$ cat config.mk
export PLATFORM = sky130hd
export DESIGN_NAME = quad_pwm_servo_io
export DESIGN_NICKNAME = d
export VERILOG_FILES = /design/src/servo_io_pkg.sv /design/src/quad_pwm_servo_io.sv
export SDC_FILE = /design/constraint.sdc
export NUM_CORES = 1
export LEC_CHECK = 0
export ABC_AREA = 0
export BUFFER_PORTS_ARGS = -buffer_cell sky130_fd_sc_hd__buf_2
export CORE_ASPECT_RATIO = 1.25
export CORE_MARGIN = 5
export CORE_UTILIZATION = 38
export CTS_BUF_LIST = sky130_fd_sc_hd__clkbuf_4 sky130_fd_sc_hd__clkbuf_8
export DETAILED_ROUTE_END_ITERATION = 8
export HOLD_SLACK_MARGIN = 0.05
export PLACE_DENSITY = 0.53
export SYNTH_ARGS = -nofsm -noshare
export SYNTH_HDL_FRONTEND = slang
export SYNTH_SLANG_ARGS = --single-unit
$ cat constraint.sdc
create_clock -name clock -period 11.4 [get_ports clock]
set_input_delay 0.57 -clock clock [delete_from_list [all_inputs] [get_ports clock]]
set_output_delay 0.57 -clock clock [all_outputs]
set_load 0.02 [all_outputs]
$ cat src/servo_io_pkg.sv
/*
  Shared constants, types and register layout of the servo I/O block.
  Assumes a single 25 MHz clock and an APB master with 32-bit data.
*/
package servo_io_pkg;

  localparam int NUM_CH      = 4;
  localparam int NUM_DOUT    = 18;
  localparam int NUM_DED_OUT = 10;
  localparam int NUM_DED_IN  = 8;
  localparam int NUM_DIN     = 20;
  localparam int DUTY_W      = 12;
  localparam int MAG_W       = 11;
  localparam int CNT_W       = 16;
  localparam int WD_W        = 18;

  localparam logic [7:0] ADDR_CTRL      = 8'h00;
  localparam logic [7:0] ADDR_PWM_MODE  = 8'h04;
  localparam logic [7:0] ADDR_DOUT      = 8'h08;
  localparam logic [7:0] ADDR_DOUT_FLIP = 8'h0c;
  localparam logic [7:0] ADDR_DUTY0     = 8'h10;
  localparam logic [7:0] ADDR_COUNT0    = 8'h20;
  localparam logic [7:0] ADDR_DIN       = 8'h30;
  localparam logic [7:0] ADDR_INDEX     = 8'h34;
  localparam logic [7:0] ADDR_STATUS    = 8'h38;

  localparam int CTRL_WDOG_EN_BIT  = 0;
  localparam int CTRL_DRIVE_EN_BIT = 1;
  localparam logic [1:0] CTRL_RESET = 2'h1;
  localparam int PWM_MODE_PDM_LSB  = 4;
  localparam int INDEX_SEEN_LSB    = 4;
  localparam int STATUS_TRIP_BIT   = 0;
  localparam int STATUS_DRIVE_BIT  = 1;
  localparam int SHARED_DOUT_LSB   = 10;

  localparam logic [MAG_W-1:0]  PWM_PERIOD = 11'h7ff;
  localparam logic [DUTY_W-1:0] DUTY_MOST_NEG = 12'h800;

  localparam int CLK_MHZ       = 25;
  localparam int CLK_PERIOD_NS = 40;
  localparam int WDOG_TIME_US  = 6500;
  localparam int WDOG_CYCLES   = WDOG_TIME_US * CLK_MHZ;
  localparam int INDEX_MIN_NS  = 175;
  localparam int INDEX_CYCLES  = (INDEX_MIN_NS + CLK_PERIOD_NS - 1) / CLK_PERIOD_NS;

  typedef enum logic [1:0] {STEP_NONE, STEP_UP, STEP_DOWN} step_e;

  typedef struct packed {
    logic [NUM_CH-1:0] a;
    logic [NUM_CH-1:0] b;
    logic [NUM_CH-1:0] idx;
  } enc_pins_s;

  typedef struct packed {
    logic [NUM_CH-1:0] first;
    logic [NUM_CH-1:0] second;
  } pwm_pins_s;

endpackage

$ cat src/quad_pwm_servo_io.sv
/*
  Servo I/O core: four quadrature counters with filtered index, four PWM
  generators, shared digital I/O, watchdog, status LED and an APB slave.
  Assumes all pin inputs are synchronous to clock; pads resolve the levels.
*/
// Chosen here: the register addresses and the APB interface to the registers.
// Summary of operation
// - Four quadrature channels sampled every clock
// - Count every edge of A or B
// - Host reads before 8191 counts accumulate
// - Four PWM generators, up/down or pwm+dir
// - 4095 signed duty settings including zero
// - PWM period is 2047 clock cycles
// - Optional pulse-density output mode per channel
// - Eighteen outputs, eight shared with PWM pins
// - Twenty inputs, twelve shared with encoder pins
// - Watchdog timeout tristates all output pins
// - Pins tristated until host enables driving
// - Direction high for negative unless flipped
// - Index recognised on its rising edge
// - Index pulses shorter than 175 ns rejected
// - LED shows XOR of channel zero pins while driving, low otherwise
// - Style flag picks pulse/dir or up/down
// - Shared outputs XORed onto PWM pins
// - Encoder pins readable as inputs 8 to 19
// - Output flip makes PWM pin active low
// - All host traffic over the register bus
`timescale 1ns/10ps
module quad_pwm_servo_io
#(
  parameter int WDOG_CYCLES = servo_io_pkg::WDOG_CYCLES
)
(
  input  wire logic                                 clock,
  input  wire logic                                 nrst,
  input  wire logic                                 psel,
  input  wire logic                                 penable,
  input  wire logic                                 pwrite,
  input  wire logic [7:0]                           paddr,
  input  wire logic [31:0]                          pwdata,
  output logic      [31:0]                          prdata,
  output logic                                      pready,
  output logic                                      pslverr,
  input  wire servo_io_pkg::enc_pins_s              encPins,
  input  wire logic [servo_io_pkg::NUM_DED_IN-1:0]  dedicatedInput,
  output servo_io_pkg::pwm_pins_s                   pwmOut,
  output servo_io_pkg::pwm_pins_s                   pwmOe,
  output logic      [servo_io_pkg::NUM_DED_OUT-1:0] dedicatedOutput,
  output logic      [servo_io_pkg::NUM_DED_OUT-1:0] dedicatedOutputOe,
  output logic                                      led
);

  localparam logic [servo_io_pkg::WD_W-1:0] WD_LAST = servo_io_pkg::WD_W'(WDOG_CYCLES - 1);
  localparam logic [2:0] IDX_LAST = 3'(servo_io_pkg::INDEX_CYCLES - 1);

  function automatic servo_io_pkg::step_e quadStep(input logic pa, input logic pb,
                                                   input logic a, input logic b);
    if ((a ^ pa ^ b ^ pb) == 1'b0)
      return servo_io_pkg::STEP_NONE;
    else if ((a ^ pb) == 1'b1)
      return servo_io_pkg::STEP_UP;
    else
      return servo_io_pkg::STEP_DOWN;
  endfunction

  function automatic logic [servo_io_pkg::MAG_W-1:0] dutyMag(
    input logic [servo_io_pkg::DUTY_W-1:0] d);
    logic [servo_io_pkg::DUTY_W-1:0] n;
    n = -d;
    if (d == servo_io_pkg::DUTY_MOST_NEG)
      return servo_io_pkg::PWM_PERIOD;
    else if (d[servo_io_pkg::DUTY_W-1])
      return n[servo_io_pkg::MAG_W-1:0];
    else
      return d[servo_io_pkg::MAG_W-1:0];
  endfunction

  logic [1:0]                        ctrl_reg;
  logic [servo_io_pkg::NUM_CH*2-1:0] pwmMode_reg;
  logic [servo_io_pkg::NUM_DOUT-1:0] dout_reg;
  logic [servo_io_pkg::NUM_DOUT-1:0] flip_reg;
  logic [servo_io_pkg::DUTY_W-1:0]   duty_reg [servo_io_pkg::NUM_CH];
  logic [servo_io_pkg::CNT_W-1:0]    count_reg [servo_io_pkg::NUM_CH];
  logic [servo_io_pkg::NUM_CH-1:0]   arm_reg;
  logic [servo_io_pkg::NUM_CH-1:0]   seen_reg;
  logic [servo_io_pkg::NUM_DIN-1:0]  din_reg;
  logic [servo_io_pkg::NUM_CH-1:0]   prevA_reg;
  logic [servo_io_pkg::NUM_CH-1:0]   prevB_reg;
  logic [servo_io_pkg::NUM_CH-1:0]   idxSamp_reg;
  logic [servo_io_pkg::NUM_CH-1:0]   idxLvl_reg;
  logic [2:0]                        idxCnt_reg [servo_io_pkg::NUM_CH];
  logic [servo_io_pkg::MAG_W-1:0]    pwmCnt_reg;
  logic [servo_io_pkg::MAG_W-1:0]    pdmAcc_reg [servo_io_pkg::NUM_CH];
  logic [servo_io_pkg::WD_W-1:0]     wdCnt_reg;
  logic                              trip_reg;
  logic [31:0]                       rdata_reg;
  logic                              err_reg;
  logic                              driving_reg;

  logic [31:0]                       rdata_next;
  logic                              err_next;
  logic                              xfer;
  logic                              wrEn;
  logic [servo_io_pkg::NUM_CH-1:0]   idxRise;
  servo_io_pkg::step_e               step [servo_io_pkg::NUM_CH];
  logic [servo_io_pkg::MAG_W-1:0]    mag [servo_io_pkg::NUM_CH];
  logic [servo_io_pkg::NUM_CH-1:0]   pdmHit;
  logic [servo_io_pkg::NUM_CH-1:0]   pulse;
  logic [servo_io_pkg::NUM_CH-1:0]   neg;
  logic [servo_io_pkg::NUM_CH-1:0]   genFirst;
  logic [servo_io_pkg::NUM_CH-1:0]   genSecond;
  logic [servo_io_pkg::MAG_W:0]      pdmSum [servo_io_pkg::NUM_CH];

  // Bus slave; the host reaches everything through here
  assign xfer    = psel & penable;
  assign wrEn    = xfer & pwrite;
  assign pready  = psel & penable;
  assign prdata  = rdata_reg;
  assign pslverr = xfer & err_reg;

  always_comb
  begin
    rdata_next = 32'h0;
    err_next   = 1'b0;
    unique case (paddr)
      servo_io_pkg::ADDR_CTRL:      rdata_next = {30'h0, ctrl_reg};
      servo_io_pkg::ADDR_PWM_MODE:  rdata_next = {24'h0, pwmMode_reg};
      servo_io_pkg::ADDR_DOUT:      rdata_next = {14'h0, dout_reg};
      servo_io_pkg::ADDR_DOUT_FLIP: rdata_next = {14'h0, flip_reg};
      8'h10, 8'h14, 8'h18, 8'h1c:   rdata_next = {20'h0, duty_reg[paddr[3:2]]};
      8'h20, 8'h24, 8'h28, 8'h2c:   rdata_next = {16'h0, count_reg[paddr[3:2]]};
      servo_io_pkg::ADDR_DIN:       rdata_next = {12'h0, din_reg};
      servo_io_pkg::ADDR_INDEX:     rdata_next = {24'h0, seen_reg, arm_reg};
      servo_io_pkg::ADDR_STATUS:    rdata_next = {30'h0, driving_reg, trip_reg};
      default:                      err_next   = 1'b1;
    endcase
  end

  // Read data captured in the setup phase
  always_ff @(posedge clock)
    if (!nrst)
    begin
      rdata_reg <= 32'h0;
      err_reg   <= 1'b0;
    end
    else if (psel && !penable)
    begin
      rdata_reg <= rdata_next;
      err_reg   <= err_next;
    end

  // Control and output registers
  always_ff @(posedge clock)
    if (!nrst)
    begin
      ctrl_reg    <= servo_io_pkg::CTRL_RESET;
      pwmMode_reg <= 8'h0;
      dout_reg    <= 18'h0;
      flip_reg    <= 18'h0;
      for (int i = 0; i < servo_io_pkg::NUM_CH; i++)
        duty_reg[i] <= 12'h0;
    end
    else if (wrEn && !err_reg)
    begin
      unique case (paddr)
        servo_io_pkg::ADDR_CTRL:      ctrl_reg    <= pwdata[1:0];
        servo_io_pkg::ADDR_PWM_MODE:  pwmMode_reg <= pwdata[7:0];
        servo_io_pkg::ADDR_DOUT:      dout_reg    <= pwdata[17:0];
        servo_io_pkg::ADDR_DOUT_FLIP: flip_reg    <= pwdata[17:0];
        8'h10, 8'h14, 8'h18, 8'h1c:   duty_reg[paddr[3:2]] <= pwdata[11:0];
        default:                      ;
      endcase
    end

  // Watchdog: any host transfer restarts it and clears a trip
  always_ff @(posedge clock)
    if (!nrst)
    begin
      wdCnt_reg <= 18'h0;
      trip_reg  <= 1'b0;
    end
    else if (xfer)
    begin
      wdCnt_reg <= 18'h0;
      trip_reg  <= 1'b0;
    end
    else if (!ctrl_reg[servo_io_pkg::CTRL_WDOG_EN_BIT])
      wdCnt_reg <= 18'h0;
    else if (!trip_reg)
    begin
      if (wdCnt_reg == WD_LAST)
        trip_reg <= 1'b1;
      else
        wdCnt_reg <= wdCnt_reg + 18'h1;
    end

  always_ff @(posedge clock)
    if (!nrst)
      driving_reg <= 1'b0;
    else
      driving_reg <= ctrl_reg[servo_io_pkg::CTRL_DRIVE_EN_BIT] & ~trip_reg;

  // Input sampling, shared pins read back as inputs
  always_ff @(posedge clock)
    if (!nrst)
    begin
      din_reg     <= 20'h0;
      prevA_reg   <= 4'h0;
      prevB_reg   <= 4'h0;
      idxSamp_reg <= 4'h0;
    end
    else
    begin
      din_reg     <= {encPins.b, encPins.a, encPins.idx, dedicatedInput};
      prevA_reg   <= encPins.a;
      prevB_reg   <= encPins.b;
      idxSamp_reg <= encPins.idx;
    end

  // Index filter: level follows only after a stable run
  always_ff @(posedge clock)
    if (!nrst)
    begin
      idxLvl_reg <= 4'h0;
      for (int i = 0; i < servo_io_pkg::NUM_CH; i++)
        idxCnt_reg[i] <= 3'h0;
    end
    else
      for (int i = 0; i < servo_io_pkg::NUM_CH; i++)
        if (idxSamp_reg[i] == idxLvl_reg[i])
          idxCnt_reg[i] <= 3'h0;
        else if (idxCnt_reg[i] == IDX_LAST)
        begin
          idxLvl_reg[i] <= idxSamp_reg[i];
          idxCnt_reg[i] <= 3'h0;
        end
        else
          idxCnt_reg[i] <= idxCnt_reg[i] + 3'h1;

  always_comb
  begin
    for (int i = 0; i < servo_io_pkg::NUM_CH; i++)
    begin
      idxRise[i] = ~idxLvl_reg[i] & idxSamp_reg[i] & (idxCnt_reg[i] == IDX_LAST);
      step[i]    = quadStep(prevA_reg[i], prevB_reg[i], encPins.a[i], encPins.b[i]);
    end
  end

  // Counters wrap modulo 2^16; host differences stay exact
  always_ff @(posedge clock)
    if (!nrst)
      for (int i = 0; i < servo_io_pkg::NUM_CH; i++)
        count_reg[i] <= 16'h0;
    else
      for (int i = 0; i < servo_io_pkg::NUM_CH; i++)
        if (arm_reg[i] && idxRise[i])
          count_reg[i] <= 16'h0;
        else
          unique case (step[i])
            servo_io_pkg::STEP_UP:   count_reg[i] <= count_reg[i] + 16'h1;
            servo_io_pkg::STEP_DOWN: count_reg[i] <= count_reg[i] - 16'h1;
            servo_io_pkg::STEP_NONE: ;
          endcase

  // Index arm and seen flags; an index beats a clearing write
  always_ff @(posedge clock)
    if (!nrst)
    begin
      arm_reg  <= 4'h0;
      seen_reg <= 4'h0;
    end
    else
    begin
      if (wrEn && paddr == servo_io_pkg::ADDR_INDEX)
      begin
        arm_reg  <= pwdata[3:0];
        seen_reg <= (seen_reg & ~pwdata[7:4]) | idxRise;
      end
      else
      begin
        arm_reg  <= arm_reg & ~idxRise;
        seen_reg <= seen_reg | idxRise;
      end
    end

  // PWM carrier counter
  always_ff @(posedge clock)
    if (!nrst)
      pwmCnt_reg <= 11'h0;
    else if (pwmCnt_reg == servo_io_pkg::PWM_PERIOD - 11'h1)
      pwmCnt_reg <= 11'h0;
    else
      pwmCnt_reg <= pwmCnt_reg + 11'h1;

  always_comb
  begin
    for (int i = 0; i < servo_io_pkg::NUM_CH; i++)
    begin
      mag[i]       = dutyMag(duty_reg[i]);
      neg[i]       = duty_reg[i][servo_io_pkg::DUTY_W-1];
      pdmSum[i]    = {1'b0, pdmAcc_reg[i]} + {1'b0, mag[i]};
      pdmHit[i]    = pdmSum[i] >= {1'b0, servo_io_pkg::PWM_PERIOD};
      pulse[i]     = pwmMode_reg[servo_io_pkg::PWM_MODE_PDM_LSB + i] ? pdmHit[i]
                   : (pwmCnt_reg < mag[i]);
      genFirst[i]  = pwmMode_reg[i] ? pulse[i] : pulse[i] & ~neg[i];
      genSecond[i] = pwmMode_reg[i] ? neg[i] : pulse[i] & neg[i];
    end
  end

  // Pulse-density accumulators
  always_ff @(posedge clock)
    if (!nrst)
      for (int i = 0; i < servo_io_pkg::NUM_CH; i++)
        pdmAcc_reg[i] <= 11'h0;
    else
      for (int i = 0; i < servo_io_pkg::NUM_CH; i++)
        if (pdmHit[i])
          pdmAcc_reg[i] <= 11'(pdmSum[i] - {1'b0, servo_io_pkg::PWM_PERIOD});
        else
          pdmAcc_reg[i] <= pdmSum[i][servo_io_pkg::MAG_W-1:0];

  // Pin drivers with shared outputs and polarity flip
  always_ff @(posedge clock)
    if (!nrst)
    begin
      pwmOut          <= '0;
      dedicatedOutput <= 10'h0;
    end
    else
    begin
      for (int i = 0; i < servo_io_pkg::NUM_CH; i++)
      begin
        pwmOut.first[i]  <= genFirst[i] ^ dout_reg[servo_io_pkg::SHARED_DOUT_LSB + 2*i]
                          ^ flip_reg[servo_io_pkg::SHARED_DOUT_LSB + 2*i];
        pwmOut.second[i] <= genSecond[i] ^ dout_reg[servo_io_pkg::SHARED_DOUT_LSB + 2*i + 1]
                          ^ flip_reg[servo_io_pkg::SHARED_DOUT_LSB + 2*i + 1];
      end
      dedicatedOutput <= dout_reg[9:0] ^ flip_reg[9:0];
    end

  assign pwmOe.first       = {servo_io_pkg::NUM_CH{driving_reg}};
  assign pwmOe.second      = {servo_io_pkg::NUM_CH{driving_reg}};
  assign dedicatedOutputOe = {servo_io_pkg::NUM_DED_OUT{driving_reg}};
  assign led = driving_reg & (pwmOut.first[0] ^ pwmOut.second[0]);

  // Cycles since the carrier last wrapped
  logic [servo_io_pkg::MAG_W-1:0]    carrierAge_reg;

  always_ff @(posedge clock)
    if (!nrst || pwmCnt_reg == 11'h0)
      carrierAge_reg <= 11'h0;
    else
      carrierAge_reg <= carrierAge_reg + 11'h1;
endmodule

# After elaboration in Yosys (flattened, before gate mapping)
# Memories as Yosys holds them, arrays and structs flattened.
# Cells that the tools add are included.
dict set report word_totals {
  register_bits 172
  mem_bits_rw 168
  input_bits 65
  output_inout_bits 71
  mem_count 4
}
# name words width read_ports rd_ports_with_merged_regs wr line
set mem_list {}
lappend mem_list {count_reg 4 16 5 0 4 quad_pwm_servo_io.sv:83} ;# logic [servo_io_pkg::CNT_W-1:0] count_reg [servo_io_pkg::NUM_CH];
lappend mem_list {duty_reg 4 12 5 0 4 quad_pwm_servo_io.sv:82} ;# logic [servo_io_pkg::DUTY_W-1:0] duty_reg [servo_io_pkg::NUM_CH];
lappend mem_list {pdmAcc_reg 4 11 4 0 4 quad_pwm_servo_io.sv:93} ;# logic [servo_io_pkg::MAG_W-1:0] pdmAcc_reg [servo_io_pkg::NUM_CH];
lappend mem_list {idxCnt_reg 4 3 4 0 4 quad_pwm_servo_io.sv:91} ;# logic [2:0] idxCnt_reg [servo_io_pkg::NUM_CH];
dict set report op_classes {
  n_addsub 26
  magnitude_cmp 8
  eq_ne 36
  muxes 186
  bitwise 109
  reduce_logical 26
}
# cell n
set ops {}
lappend ops {{$mux W16} 12}
lappend ops {{$pmux W20 S9} 1}
lappend ops {{$mux W11} 16}
lappend ops {{$mux W1} 133}
lappend ops {{$add A16 B1 Y16 const B} 4}
lappend ops {{$sub A16 B1 Y16 const B} 4}
lappend ops {{$eq A8 B6 Y1 const B} 7}
lappend ops {{$add A11 B11 Y12} 4}
lappend ops {{$eq A12 B12 Y1 const B} 4}
lappend ops {{$ge A12 B11 Y1 const B} 4}
lappend ops {{$lt A11 B11 Y1} 4}
lappend ops {{$neg A11 Y11} 4}
lappend ops {{$sub A11 B11 Y11 const B} 4}
lappend ops {{$mux W3} 12}
lappend ops {{$xor A1 B1 Y1} 33}
lappend ops {{$eq A8 B5 Y1 const B} 4}
lappend ops {{$or A1 B1 Y1} 32}
lappend ops {{$and A1 B1 Y1} 21}
lappend ops {{$add A18 B1 Y18 const B} 1}
lappend ops {{$eq A18 B18 Y1 const B} 1}
lappend ops {{$mux W2} 9}
lappend ops {{$reduce_and A2 Y1} 9}
lappend ops {{$eq A8 B4 Y1 const B} 2}
lappend ops {{$not A1 Y1} 16}
lappend ops {{22 further kinds} 50}

# Depth between registers and ports, before layout
dict set report depth {
  word_depth 11
  depth_mapped 17
  ltp_nobuf 17
}

# Worst setup path after synthesis
# Ideal clock, no wire load.
dict set report synth_timing {
  path_kind {register -> register}
  start {memory duty_reg[1][0] in the netlist's numbering}
  end {memory pdmAcc_reg[1][5] in the netlist's numbering (data pin)}
  arrival_ps 4404
  required_time_ps 11253
  path_slack_ps 6850
  path_stages_with_launch 17
  n_path_buf 2
  synth_period_minus_slack_ps 4550
  path_cell_list {edfxtp_1 -> inv_1 -> ha_1 -> or4b_2 -> or4_1 -> buf_2 -> nand2_1 -> ha_1 -> a211oi_1 -> nor3b_2 -> a221oi_2 -> xnor2_1 -> nor3b_1 -> a41oi_1 -> clkbuf_1 -> or4_1 -> a21oi_1}
}
# element line
set synth_rtl {}
lappend synth_rtl {{from (decl)} quad_pwm_servo_io.sv:82}
lappend synth_rtl {{to (decl)} quad_pwm_servo_io.sv:93}

==> qor.yml <==
route:
  first_pass_iters: 5
  wl_per_cell_um: 20.3
  dr_total_vias: 17500
  drc_errors: 0
  vias_per_cell: 5.57
  drtAntennaViolNets: 0
  wirelength_mm: 63.8
  drt-initial-drc-count: 1144
clock_tree:
  cts_num_sinks: 316
  cts-hold-fix-buffers: 0
  htreeDepth: 2
  clk_latency_ns: 0.68
  post_cts_buffers: 0
  cts_tree: "yes"
  cts.reportedPaths.clkPinSlew_ns: 0.06
  clock-root-buffer: "clkbuf_8"
  cts_resized: 0
  cts_made_buffers: 57
  cts_max_path_buffers: 3
worst_hold_path:
  hold_path.class: "in -> reg"
  worstHoldPathCells: 2
logic_synthesis:
  synth_area_leader_cell: "edfxtp_1"
  synth_edf_count: 168
  synth_cell_types: 82
  ys_top_cells_by_count: "275 x nor2_1, 253 x nand2_1, 168 x edfxtp_1"
  yosysTopAreaCellShare_pct: 24.8
  synth_ff_type: "edfxtp_1"
  yosys-top-cells-area: "edfxtp_1 25%, dfxtp_1 15%, ha_1 7.1%"
  syn_area_per_cell_um2: 8.92
  synth_async_sr_flop_share_pct: 0
  netlist_instances: 2285
  ys_seq_area_share_pct: 39.3
  netlist_area_um2: 20400
  synth_seq_cells: 316
  yosys_warnings: 0
  synth.most_common_cell: "nor2_1"
finish:
  fin_util_pct: 42.8
  synthToLayoutAreaGrowth_pct: 12.4
  nNetsFinal: 2597
  largest_reg_flops: 64
  fin_cells: 3143
  drive_gt1_share_pct: 12.0
global_route:
  gr-total-overflow: 0
  grt_pass1_wl_mm: 97.0
  grt_antenna_before_repair: 3
  grt_usage_pct: 21.3
  grt_pass1_vias: 17000
  grt_start_max_net_pins: 76
run:
  maxCapViolCount: 0
die:
  ios: 136
  die_h_um: 269
  die-area_um2: 58400
  core_um2: 53500
  start_util_pct: 38.1
  die_w_um: 217
  num_rows: 95
sta:
  slew_viol_final: 0
  worst_pin_slew_ns: 1.17
  tns_ns: 0
  setup_viol: 0
  fmax_mhz: 183
  whs_ns: 0.114
  relSlewSlack_pct: 22.0
  final_hold_viol_count: 0
  finalCritPeriodShare_pct: 48.0
  fin_crit_ns: 5.47
  fin_skew_ns: 0.0231
  rsz0062_at_grt: "false"
setup_path:
  endpoint: "pdmAcc_reg[0][1]"
  r2r_end: "pdmAcc_reg[0][1]"
  worstPathArrival_ns: 5.87
  crit-reg2reg-launch: "duty_reg[0][0]"
  endpoint_kind: "flip-flop"
  r2r_setup_slack_ns: 5.93
  startpoint: "duty_reg[0][0]"
  critPathMaxFanout: 17
  worstSetupStartpointType: "flip-flop"
  r2r_cells: 14
  criticalPathCategory: "reg -> reg"
  required_ns: 11.80
place:
  place_inst: 3033
  portBuffers: 109
  hpwl_mm: 47.9
  place_congestion: 0.883
power:
  ir_worst_vdd_v: 0.0000870
  power_density_nw_per_um2: 148
  p_leak_nw: 9.26
run_status:
  status: "completed"
==> logic make-up (layout without fill, tap and decap cells) <==
family	count (synthesis)	count (layout)	share of synthesized area [%]
simple gates	906	906	21.2
other cells	2	71	0.0369
mux	65	65	4.95
xor+xnor	174	174	7.48
compound gates	461	461	14.5
fa+ha+maj	119	119	7.45
flops	316	316	39.3
buf+inv	242	352	5.05
==> worst min path at each step <==
stage          slack [ns]     endpoint         startpoint
2_1_floorplan        0.42  driving_reg        ctrl_reg[1]
3_3_place_gp         0.45  seen_reg[2]        seen_reg[2]
3_5_place_dp         0.45  seen_reg[2]        seen_reg[2]
4_1_cts              0.06   din_reg[1]  dedicatedInput[1]
5_1_grt              0.08   din_reg[2]  dedicatedInput[2]
6_report             0.11   din_reg[2]  dedicatedInput[2]
==> through the flow <==
step	area [um^2]	power, mW	setup slack (ns)
after floorplan	20600	1.95	6.85
after CTS	22900	3.42	5.92
after global routing	22900	3.57	5.51
after global placement	21600	2.14	6.05
after detailed placement	21600	2.15	5.94
final	22900	3.39	5.93
==> placed cells by master, fill, tap and decap left out, drive strengths merged, types with 7 or more instances in the layout <==
cell	synthesis	final
o31ai	26	26
nand3	66	66
nor3b	9	9
or3	33	33
conb	2	68
mux4	28	28
clkinv	0	20
and3	32	32
mux2i	31	31
nor3	56	56
a22oi	15	15
o21a	14	14
a221oi	8	8
o21ai	94	94
or2	17	17
xnor2	72	72
dfxtp	148	148
inv	120	122
and2	35	35
clkbuf	82	77
edfxtp	168	168
nor2b	10	10
a31oi	18	18
buf	40	125
or4	24	24
a222oi	12	12
xor2	102	102
nand4	30	30
nand2b	15	15
a21oi	160	160
nor4	28	28
a21o	22	22
a32oi	7	7
ha	115	115
nand2	254	254
a211oi	12	12
nor2	275	275
o22ai	9	9
==> cell type report <==
class / instances / area [um^2]
inverters: 120 / 453
diodes: 3 / 7.51
well taps: 679 / 850
fillers: 5306 / 30600
clock inverters: 30 / 317
multi-input cells: 1793 / 11600
repair buffers: 125 / 666
flip-flops and latches: 316 / 8010
clock buffers: 77 / 1010
==> critical path, cell delays in order (launching register included) <==
cell and delay [ns]:
edfxtp_1 0.42, inv_1 0.15, ha_1 0.20, or4b_1 0.52, or4_1 0.70, nand2_1 0.23, ha_1 0.27, a211oi_1 0.36
nor3_1 0.18, o31ai_1 0.42, xor2_1 0.34, nor4_2 0.14, a21boi_1 0.93, mux2i_1 0.28, nor2_1 0.05
==> power breakdown <==
group	leakage (nW)	switching, mW	internal (mW)
clock network	0.698	0.535	0.717
logic	5.58	0.443	0.287
registers	2.98	0.107	1.30
==> metal layers <==
layer  vias up  share of wire (%)  wire, um  track usage [%]
met3       153                4.9      3150             3.27
met2       496                 51     32500             39.1
met4         2                5.7      3630             10.9
met5         -              0.028        18                0
li1       8419                  -         -                -
met1      8429                 38     24500             23.9
Power figures use the tool's default switching activity.
